**src/thermal_throttle_params.svh**
```systemverilog
/*
  Holds the register map, field positions, reset values and timing counts
  of the thermal throttle controller as macros.
  Assumes a 125 MHz core clock and APB byte addressing with 32-bit words.
*/
`ifndef THERMAL_THROTTLE_PARAMS_SVH
`define THERMAL_THROTTLE_PARAMS_SVH

// Register byte offsets
`define TT_ADDR_MODE_CTRL 8'h00
`define TT_ADDR_ON_DEMAND 8'h04
`define TT_ADDR_OP_REQUEST 8'h08
`define TT_ADDR_OP_THROTTLE 8'h0C
`define TT_ADDR_STATUS 8'h10

// Mode control fields
`define TT_CTRL_AUTO_BIT 0
`define TT_CTRL_CLK_MOD_BIT 1
`define TT_CTRL_OP_POINT_BIT 2
`define TT_CTRL_IRQ_RISE_BIT 3
`define TT_CTRL_IRQ_FALL_BIT 4
`define TT_CTRL_RESET 5'h00

// On-demand control fields
`define TT_OD_ENABLE_BIT 4
`define TT_OD_DUTY_LSB 1
`define TT_OD_DUTY_MSB 3
`define TT_OD_RESET 5'h00

// Operating points: larger code means higher frequency
`define TT_OP_WIDTH 8
`define TT_OP_REQUEST_RESET 8'hFF
`define TT_OP_THROTTLE_RESET 8'h40

// Status fields
`define TT_ST_TCC_BIT 0
`define TT_ST_DIE_HOT_BIT 1
`define TT_ST_TRIP_BIT 2
`define TT_ST_FORCED_BIT 3
`define TT_ST_DEFERRED_BIT 4
`define TT_ST_CLK_MOD_BIT 5
`define TT_ST_OP_LSB 8

// Duty codes in eighths of the modulation period
`define TT_DUTY_AUTO 3'h4
`define TT_DUTY_ZERO 3'h0

// Timing
`define TT_CLK_PERIOD_NS 8
`define TT_SETTLE_NS 2000
`define TT_SETTLE_CYCLES ((`TT_SETTLE_NS + `TT_CLK_PERIOD_NS - 1) / `TT_CLK_PERIOD_NS)
`define TT_MOD_STEP_NS 1000
`define TT_MOD_STEP_CYCLES ((`TT_MOD_STEP_NS + `TT_CLK_PERIOD_NS - 1) / `TT_CLK_PERIOD_NS)

`endif

```
**src/thermal_throttle_pkg.sv**
```systemverilog
/*
  Types shared by the thermal throttle controller files.
  Uses none of the macros of thermal_throttle_params.svh; the state type is a fixed four bits.
*/
package thermal_throttle_pkg;

  typedef enum logic [3:0] {
    st_idle = 4'b0001,
    st_settle = 4'b0010,
    st_op_throttle = 4'b0100,
    st_modulate = 4'b1000
  } auto_state_type;

endpackage : thermal_throttle_pkg

```
**src/clock_duty_modulator.sv**
```systemverilog
/*
  Core clock gate generator: splits a modulation period into eight steps
  and keeps the core clock enabled for duty steps out of eight.
  Assumes run and duty come from logic on the same clock.
*/
`timescale 1ns/1ps
`include "thermal_throttle_params.svh"

module clock_duty_modulator #(
  parameter int STEP_CYCLES = `TT_MOD_STEP_CYCLES
) (
  // Clock and reset
  input wire logic clk,
  input wire logic rst,
  // Control
  input wire logic run,
  input wire logic [2:0] duty,
  // Gate
  output logic clock_on
);

  logic [15:0] step_count;
  logic [2:0] phase;
  wire step_done = (step_count == 16'(STEP_CYCLES - 1));

  always_ff @(posedge clk or posedge rst) begin
    if (rst) begin
      step_count <= 16'h0000;
      phase <= 3'h0;
    end else if (!run || step_done) begin
      step_count <= 16'h0000;
      phase <= run ? phase + 3'h1 : 3'h0;
    end else begin
      step_count <= step_count + 16'h0001;
    end
  end

  // Registered so the gate never glitches at a duty change
  always_ff @(posedge clk or posedge rst) begin
    if (rst) begin
      clock_on <= 1'b1;
    end else begin
      clock_on <= !run || (phase < duty);
    end
  end

endmodule : clock_duty_modulator

```
**src/thermal_throttle_control.sv**
```systemverilog
/*
  Thermal throttle controller: activates the thermal control circuit on
  over-temperature, on software demand or on the forced throttle pin, and
  drives core clock gating, operating point, die-hot and catastrophic trip.
  Assumes sensor flags are already on this clock, an APB master on the
  register port, and core logic that honours core_clock_on and op_point.
*/
// Behaviour
// RL1 - Thermal control starts at the fixed maximum junction temperature, never configurable.
// RL2 - While throttled, snooping continues and interrupts are latched until clocks run.
// RL3 - Automatic and on-demand modes exist; automatic wins while hot.
// RL4 - Automatic mode activates only at the maximum operating temperature.
// RL5 - Operating-point throttle comes first; clock modulation added if still too hot.
// RL6 - Hot lowers the operating point; cooling restores the last requested point.
// RL7 - A higher request during operating-point throttle waits until the event ends.
// RL8 - A lower request during operating-point throttle takes effect immediately.
// RL9 - Automatic clock modulation runs at a fixed half-on, half-off duty.
// RL10 - Cooling ends modulation and thermal control, with hysteresis near the trip.
// RL11 - Setting the on-demand enable bit starts thermal control at once.
// RL12 - On-demand duty follows a three-bit field, 12.5 to 87.5 percent.
// RL13 - Die-hot output goes low while the die is above the trip point.
// RL14 - Die-hot assertion and deassertion can each raise an interrupt event.
// RL15 - Die-hot is not newly asserted in a low-power state.
// RL16 - Die-hot asserted on low-power entry holds until exit and cooling.
// RL17 - Catastrophic temperature shuts the core down and asserts the trip output.
// RL18 - Catastrophic trip ignores processor activity and makes no bus cycles.
// RL19 - The platform removes core supply within its time limit after trip.
// RL20 - Firmware must enable automatic throttling for in-spec operation.
// RL21 - With throttling enabled, the forced-throttle pin holds thermal control active.
// RL22 - The forced-throttle pin alone never asserts die-hot.
// RL23 - Sensor flags arrive synchronised; the forced-throttle pin is synchronised here.
`timescale 1ns/1ps
`include "thermal_throttle_params.svh"

module thermal_throttle_control #(
  parameter int SETTLE_CYCLES = `TT_SETTLE_CYCLES,
  parameter int MOD_STEP_CYCLES = `TT_MOD_STEP_CYCLES,
  parameter int OP_WIDTH = `TT_OP_WIDTH
) (
  // Clock and reset
  input wire logic clk,
  input wire logic rst,
  // APB slave
  input wire logic psel,
  input wire logic penable,
  input wire logic pwrite,
  input wire logic [7:0] paddr,
  input wire logic [31:0] pwdata,
  output logic [31:0] prdata,
  output logic pready,
  output logic pslverr,
  // Thermal sensor flags
  input wire logic over_temp,
  input wire logic below_critical,
  input wire logic catastrophic_temp,
  // Platform pins
  input wire logic forced_throttle_in_n,
  output logic die_hot_out_n,
  output logic catastrophic_trip_out_n,
  // Core power state
  input wire logic low_power_state,
  // Core control
  output logic core_clock_on,
  output logic [OP_WIDTH-1:0] op_point,
  output logic core_shutdown,
  // Interrupt path
  input wire logic irq_request,
  output logic irq_deliver,
  output logic die_hot_event
);

  // Software state
  logic [4:0] mode_ctrl;
  logic [4:0] on_demand;
  logic [OP_WIDTH-1:0] op_request;
  logic [OP_WIDTH-1:0] op_throttle;

  // Thermal state
  thermal_throttle_pkg::auto_state_type state;
  thermal_throttle_pkg::auto_state_type next_state;
  logic hot;
  logic die_hot;
  logic trip;
  logic irq_pending;
  logic [15:0] settle_count;
  logic forced_meta;
  logic forced_sync;

  // APB decode
  wire apb_setup = psel && !penable;
  wire apb_write = psel && penable && pwrite;
  wire sel_ctrl = (paddr == `TT_ADDR_MODE_CTRL);
  wire sel_od = (paddr == `TT_ADDR_ON_DEMAND);
  wire sel_req = (paddr == `TT_ADDR_OP_REQUEST);
  wire sel_thr = (paddr == `TT_ADDR_OP_THROTTLE);
  wire sel_st = (paddr == `TT_ADDR_STATUS);
  wire mapped = sel_ctrl || sel_od || sel_req || sel_thr || sel_st;

  // Mode decode
  wire auto_en = mode_ctrl[`TT_CTRL_AUTO_BIT];
  wire clk_mod_en = mode_ctrl[`TT_CTRL_CLK_MOD_BIT];
  wire op_thr_en = mode_ctrl[`TT_CTRL_OP_POINT_BIT];
  wire irq_rise_en = mode_ctrl[`TT_CTRL_IRQ_RISE_BIT];
  wire irq_fall_en = mode_ctrl[`TT_CTRL_IRQ_FALL_BIT];
  wire od_en = on_demand[`TT_OD_ENABLE_BIT];
  wire [2:0] od_duty = on_demand[`TT_OD_DUTY_MSB:`TT_OD_DUTY_LSB];
  wire auto_active = (state != thermal_throttle_pkg::st_idle);
  wire op_throttling = auto_active && op_thr_en;
  wire auto_modulating = (state == thermal_throttle_pkg::st_modulate);
  wire forced_active = auto_en && forced_sync;
  wire settle_done = (settle_count == 16'(SETTLE_CYCLES - 1));

  // Forced throttle pin: two flops before any use
  always_ff @(posedge clk or posedge rst) begin
    if (rst) begin
      forced_meta <= 1'b0;
      forced_sync <= 1'b0;
    end else begin
      forced_meta <= !forced_throttle_in_n; // RL23
      forced_sync <= forced_meta;
    end
  end

  // Hysteresis: set at the trip, clear only once the sensor reads below critical
  always_ff @(posedge clk or posedge rst) begin
    if (rst) begin
      hot <= 1'b0;
    end else if (over_temp) begin
      hot <= 1'b1; // RL1
    end else if (below_critical) begin
      hot <= 1'b0; // RL10
    end
  end

  // Automatic mode sequence
  always_comb begin
    next_state = state;
    case (state)
      thermal_throttle_pkg::st_idle: begin
        if (auto_en && over_temp && op_thr_en) begin
          next_state = thermal_throttle_pkg::st_settle; // RL4 RL5
        end else if (auto_en && over_temp && clk_mod_en) begin
          next_state = thermal_throttle_pkg::st_modulate; // RL4
        end
      end
      thermal_throttle_pkg::st_settle: begin
        if (!hot || !auto_en) begin
          next_state = thermal_throttle_pkg::st_idle; // RL10
        end else if (settle_done && over_temp && clk_mod_en) begin
          next_state = thermal_throttle_pkg::st_modulate; // RL5
        end else if (settle_done) begin
          next_state = thermal_throttle_pkg::st_op_throttle;
        end
      end
      thermal_throttle_pkg::st_op_throttle: begin
        if (!hot || !auto_en) begin
          next_state = thermal_throttle_pkg::st_idle; // RL10
        end else if (over_temp && clk_mod_en) begin
          next_state = thermal_throttle_pkg::st_modulate; // RL5
        end
      end
      thermal_throttle_pkg::st_modulate: begin
        if (!hot || !auto_en) begin
          next_state = thermal_throttle_pkg::st_idle; // RL10
        end
      end
      default: begin
        next_state = thermal_throttle_pkg::st_idle;
      end
    endcase
  end

  always_ff @(posedge clk or posedge rst) begin
    if (rst) begin
      state <= thermal_throttle_pkg::st_idle;
    end else begin
      state <= next_state;
    end
  end

  // The new operating point needs time to cool the die before adding modulation
  always_ff @(posedge clk or posedge rst) begin
    if (rst) begin
      settle_count <= 16'h0000;
    end else if (state == thermal_throttle_pkg::st_settle && !settle_done) begin
      settle_count <= settle_count + 16'h0001;
    end else if (state != thermal_throttle_pkg::st_settle) begin
      settle_count <= 16'h0000;
    end
  end

  // Clock modulation source: automatic first, then software demand, then the pin
  wire mod_run = auto_modulating || (!op_throttling && (od_en || forced_active));
  wire [2:0] od_duty_used = (od_duty == `TT_DUTY_ZERO) ? `TT_DUTY_AUTO : od_duty;
  wire [2:0] mod_duty = (auto_modulating || !od_en) ? `TT_DUTY_AUTO : od_duty_used; // RL3 RL9 RL12
  wire tcc_active = auto_active || od_en || forced_active; // RL11 RL21

  clock_duty_modulator #(
    .STEP_CYCLES(MOD_STEP_CYCLES)
  ) u_modulator (
    .clk(clk),
    .rst(rst),
    .run(mod_run && !trip && !catastrophic_temp), // RL17
    .duty(mod_duty),
    .clock_on(core_clock_on)
  );

  // Operating point: a lower software request wins, a higher one waits for the event end
  wire req_below = (op_request < op_throttle);
  wire op_deferred = op_throttling && !req_below;
  wire [OP_WIDTH-1:0] next_op_point = op_deferred ? op_throttle : op_request; // RL6 RL7 RL8

  always_ff @(posedge clk or posedge rst) begin
    if (rst) begin
      op_point <= `TT_OP_REQUEST_RESET;
    end else begin
      op_point <= next_op_point; // RL6
    end
  end

  // Die-hot: low-power entry may keep it, never start it; the pin plays no part
  wire next_die_hot = low_power_state ? die_hot : over_temp; // RL13 RL15 RL16 RL22

  always_ff @(posedge clk or posedge rst) begin
    if (rst) begin
      die_hot <= 1'b0;
      die_hot_out_n <= 1'b1;
      die_hot_event <= 1'b0;
    end else begin
      die_hot <= next_die_hot;
      die_hot_out_n <= !next_die_hot; // RL13
      die_hot_event <= (next_die_hot && !die_hot && irq_rise_en)
        || (!next_die_hot && die_hot && irq_fall_en); // RL14
    end
  end

  // Catastrophic trip: latched until reset, works on the raw flag alone
  always_ff @(posedge clk or posedge rst) begin
    if (rst) begin
      trip <= 1'b0;
      catastrophic_trip_out_n <= 1'b1;
      core_shutdown <= 1'b0;
    end else if (catastrophic_temp || trip) begin
      trip <= 1'b1; // RL17 RL18
      catastrophic_trip_out_n <= 1'b0; // RL17
      core_shutdown <= 1'b1; // RL17
    end
  end

  // Interrupts are held while clocks are gated off; a new request beats delivery
  // Snooping is never gated by this block, so it runs on through throttling
  always_ff @(posedge clk or posedge rst) begin
    if (rst) begin
      irq_pending <= 1'b0;
      irq_deliver <= 1'b0;
    end else begin
      irq_deliver <= irq_pending && core_clock_on && !trip; // RL2
      if (irq_request) begin
        irq_pending <= 1'b1; // RL2
      end else if (core_clock_on && !trip) begin
        irq_pending <= 1'b0;
      end
    end
  end

  // Software registers
  always_ff @(posedge clk or posedge rst) begin
    if (rst) begin
      mode_ctrl <= `TT_CTRL_RESET; // RL20
      on_demand <= `TT_OD_RESET;
      op_request <= `TT_OP_REQUEST_RESET;
      op_throttle <= `TT_OP_THROTTLE_RESET;
    end else if (apb_write) begin
      if (sel_ctrl) begin
        mode_ctrl <= pwdata[4:0];
      end else if (sel_od) begin
        on_demand <= pwdata[4:0]; // RL11 RL12
      end else if (sel_req) begin
        op_request <= pwdata[OP_WIDTH-1:0]; // RL7 RL8
      end else if (sel_thr) begin
        op_throttle <= pwdata[OP_WIDTH-1:0];
      end
    end
  end

  // Status word
  logic [31:0] status_word;
  always_comb begin
    status_word = 32'h00000000;
    status_word[`TT_ST_TCC_BIT] = tcc_active;
    status_word[`TT_ST_DIE_HOT_BIT] = die_hot;
    status_word[`TT_ST_TRIP_BIT] = trip;
    status_word[`TT_ST_FORCED_BIT] = forced_sync;
    status_word[`TT_ST_DEFERRED_BIT] = op_deferred;
    status_word[`TT_ST_CLK_MOD_BIT] = mod_run;
    status_word[`TT_ST_OP_LSB +: OP_WIDTH] = op_point;
  end

  // Read data captured in the setup phase, so it is steady through the access phase
  wire [31:0] read_mux = sel_ctrl ? {27'h0000000, mode_ctrl}
    : sel_od ? {27'h0000000, on_demand}
    : sel_req ? {{(32 - OP_WIDTH){1'b0}}, op_request}
    : sel_thr ? {{(32 - OP_WIDTH){1'b0}}, op_throttle}
    : sel_st ? status_word
    : 32'h00000000;

  always_ff @(posedge clk or posedge rst) begin
    if (rst) begin
      prdata <= 32'h00000000;
    end else if (apb_setup && !pwrite) begin
      prdata <= read_mux;
    end
  end

  // One wait-free access phase; unmapped addresses answer with an error
  assign pready = psel && penable;
  assign pslverr = psel && penable && !mapped;

endmodule : thermal_throttle_control

```
**config.mk**
```make
export PLATFORM = sky130hd
export DESIGN_NAME = thermal_throttle_control
export DESIGN_NICKNAME = d
export VERILOG_FILES = /design/src/thermal_throttle_pkg.sv /design/src/clock_duty_modulator.sv /design/src/thermal_throttle_control.sv
export VERILOG_INCLUDE_DIRS = /design/src
export SDC_FILE = /design/constraint.sdc
export NUM_CORES = 1
export LEC_CHECK = 0
export ABC_AREA = 0
export ABC_CLOCK_PERIOD_IN_PS = 7400
export BUFFER_PORTS_ARGS = -buffer_cell sky130_fd_sc_hd__buf_2
export CAP_MARGIN = 30
export CORE_MARGIN = 5
export CORE_UTILIZATION = 34
export CTS_CLUSTER_DIAMETER = 40
export DETAILED_ROUTE_END_ITERATION = 10
export HOLD_SLACK_MARGIN = 0.08
export PLACE_DENSITY = 0.53
export SLEW_MARGIN = 15
export SYNTH_ARGS = -nofsm -noshare
export SYNTH_HDL_FRONTEND = slang
export SYNTH_SLANG_ARGS = --single-unit
```
**constraint.sdc**
```tcl
create_clock -name clk -period 7.4 [get_ports clk]
set_clock_uncertainty 0.15 [all_clocks]
set_input_delay 0.37 -clock clk [delete_from_list [all_inputs] [get_ports clk]]
set_output_delay 0.37 -clock clk [all_outputs]
set_load 0.005 [all_outputs]
```
==> summary.md <==
| Metric | Value |
|---|---|
| Status | completed |
| CP required | 7520 ps |
| Leak | 2.62 nW |
| Post-DP HPWL | 7680 um |
| Post-CTS setup buffers | 0 |
| Clock slew at reported path FFs | 70 ps |
| Maximum vdd drop | 0.0954 mV |
| Setup Viol. Count Final | 0 |
| Synth Flop Type | dfrtp_1 |
| Vias post-DR | 3,471 |
| Die width | 131 um |
| F_max | 0.418 GHz |
| CP Max Fanout | 16 |
| Main combinational cell family by area after synthesis | simple AND/OR/NAND/NOR gates |
| Part of the power in combinational logic | 0.089 |
| Synth Area in Compound Gates | 0.0836 |
| Overall Global Routing Usage | 0.128 |
| Share of cells above drive strength 1 | 0.253 |
| Worst setup startpoint | state[3] |
| I/O Buffers | 58 |
| Final period utilization | 0.323 |
| Arrival time worst endpoint | 2510 ps |
| Synth Area in XOR/XNOR | 0.0529 |
| FF-to-FF End | u_modulator.step_count[1] |
| Num CTS Buffers | 9 |
| Top cells by area, synth | dfrtp_1 (40%), dfstp_2 (11%), mux2_2 (7.0%) |
| #FFs+latches synth | 100 |
| Post-CTS Hold Fix Bufs | 4 |
| Hold Path Class | primary input to register |
| Clock buffer depth | 2 |
| Final hold vios | 0 |
| Setup_tns | 0 ps |
| Flop2flop setup slack | 5010 ps |
| GP Congestion | 0.800 |
| Hold Startpoint | pwdata[6] |
| Largest net degree at the start of global routing | 55 |
| Total core area | 0.0144 mm^2 |
| CTS tree | yes |
| Post-synth ARST share | 1.00 |
| Antenna Nets Post-Route | 0 |
| Post-placement cell area | 0.00536 mm^2 |
| Max-Slew Margin vs Limit | 0.552 |
| Drt initial violations | 146 |
| Crit path time final | 2390 ps |
| Skew-Pair Late Insertion Delay | 340 ps |
| Row cnt | 44 |
| Residual DRC | 0 |
| Cell Pwr Density | 198 mW/mm^2 |
| Vias in the first global route | 3,381 |
| Internal | 0.849 mW |
| Mux cell area share after synthesis | 0.0910 |
| Grt ovf | 0 |
| Initial DRT Pass Iterations | 4 |
| Synthesized-area fraction occupied by adder cells | 0.0353 |
| CTS H-Tree Depth | 3 |
| Tot Pwr | 1.13 mW |
| Vias per cell | 4.83 |
| Fin. max-slew vios | 0 |
| Initial antenna violation count | 2 |
| Die area | 0.0171 mm^2 |
| Most frequent cells in the layout | dfrtp_1 (79), buf_2 (58), nor2_1 (55) |
| Final WL | 10,500 um |
| Commonest non-fill, non-tap cell in the layout | dfrtp_1 |
| Flop pwr share | 0.511 |
| Synthesized area | 0.00497 mm^2 |
| Clock power frac | 0.400 |
| Final Cell Area | 0.00570 mm^2 |
| Post-place setup slack | 4720 ps |
| Setup CP Type | register to register |
| FF-to-FF path depth | 5 |
| R2R Path Start | state[3] |
| Yosys cell types | 56 |
| Global-route wire length before repair | 17,200 um |
| Synth area leader | dfrtp_1 |
| CTS resizes | 0 |
| Mapped Cells | 468 |
| NetSw | 0.278 mW |
| Sw frac | 0.247 |
| Post-synthesis sequential area ratio | 0.509 |
| Mean Syn Cell Area | 10.6 um^2 |
| Critical path startpoint category | register |
| Tightest Pin Transition | 670 ps |
| Nets | 594 |
| Synth warn | 0 |
| Chip height | 131 um |
| Initial core utilization | 0.344 |
| Simple-gate share of the synthesized area | 0.170 |
| Critical Path Sink Type | register |
| Layout area overhead | 14.7% |
| Final setup margin | 5010 ps |
| EDFF count, synth | 0 |
| CTS Sinks | 100 |
| Max-Cap Viols | 0 |
| Root Buffer | clkbuf_16 |
| IO Pins | 99 |
| Routed len/inst | 14.6 um |
| Unrepaired setup endpoints after global routing | no |
| Yosys top cell area share | 0.398 |
| Hold Path End | op_throttle[6] |
| Worst hold path depth | 3 |
[how the worst max path moves through the flow]
stage / endpoint / cells after the start
2_1_floorplan: die_hot / 1
3_3_place_gp: op_throttle[0] / 5
3_5_place_dp: on_demand[4] / 6
4_1_cts: u_modulator.step_count[1] / 5
5_1_grt: u_modulator.step_count[8] / 5
6_report: u_modulator.step_count[1] / 5
[cell usage after synthesis, types with 2 or more instances]
| master | count |
|---|---|
| a22o_1 | 8 |
| a22oi_1 | 2 |
| o31ai_1 | 2 |
| dfstp_2 | 21 |
| buf_4 | 16 |
| xor2_1 | 17 |
| clkbuf_1 | 7 |
| and3_1 | 2 |
| nor3b_1 | 3 |
| nand3_1 | 17 |
| mux2_2 | 31 |
| and2_1 | 3 |
| nor4b_1 | 2 |
| buf_2 | 2 |
| nand3b_1 | 4 |
| a221oi_1 | 4 |
| nor2b_1 | 4 |
| nor3_1 | 14 |
| nand2_1 | 33 |
| nor4_1 | 3 |
| nand2b_1 | 9 |
| a21oi_1 | 11 |
| a21o_1 | 4 |
| mux2i_1 | 8 |
| inv_1 | 24 |
| and4_1 | 3 |
| nand4_1 | 8 |
| xnor2_1 | 13 |
| dfrtp_1 | 79 |
| buf_6 | 3 |
| nor2_1 | 55 |
| o211a_1 | 2 |
| o21ai_0 | 18 |
| ha_1 | 14 |
[layer usage]
layer | track usage | part of all wire | up-vias | wire (um)
li1 | - | - | 1707 | -
met3 | 0.0297 | 0.048 | 20 | 507
met2 | 0.192 | 0.45 | 67 | 4680
met5 | 0 | 0.00067 | - | 7
met4 | 0.0611 | 0.025 | 2 | 266
met1 | 0.175 | 0.48 | 1675 | 5030
[stage by stage]
step / utilization / hold WS, ps / instances
floorplan: - / 181 / 483
global placement: 0.372 / 184 / 697
detailed placement: 0.372 / 186 / 697
CTS: 0.394 / 81.6 / 717
global route: 0.395 / 93.1 / 719
finish: 0.395 / 93.1 / 719
[flip-flops by register name (all words and copies together), names as in the netlist, 3 cells and up]
name                    cells
u_modulator.step_count     16
on_demand                   5
op_request                  8
u_modulator.phase           3
state                       4
op_throttle                 8
prdata                     16
op_point                    8
settle_count               16
mode_ctrl                   5
[cell type report]
type                       instances  area (um^2)
clock inverter                     6         48.8
tap                              184          230
timing repair buffer              64          345
fill                            1441         8730
multi-input combinational        330         2210
sequential                       100         2530
clock buffer                      10          239
antenna                            1         2.50
inverter                          24         92.6
[worst max-delay path, cell delays in order (launching register included)]
cell and delay, ps:
dfrtp_1 470, or4b_4 610, a21o_1 220, a21o_1 220, nand2b_1 430, nor2_1 210
[cell families after synthesis]
logic type,after synthesis
flops,100
compound gates,61
fa+ha+maj,14
simple gates,169
mux,40
buf+inv,53
xor+xnor,30
other cells,1
[power by group through the flow]
stage | clock (mW) | sequential, mW | combinational (mW)
after floorplan | 0 | 0.578 | 0.0850
after global placement | 0 | 0.585 | 0.0988
after detailed placement | 0 | 0.586 | 0.100
after CTS | 0.468 | 0.575 | 0.102
after global routing | 0.491 | 0.577 | 0.113
final | 0.451 | 0.576 | 0.100
No activity file was read; power rests on OpenSTA's default activity.
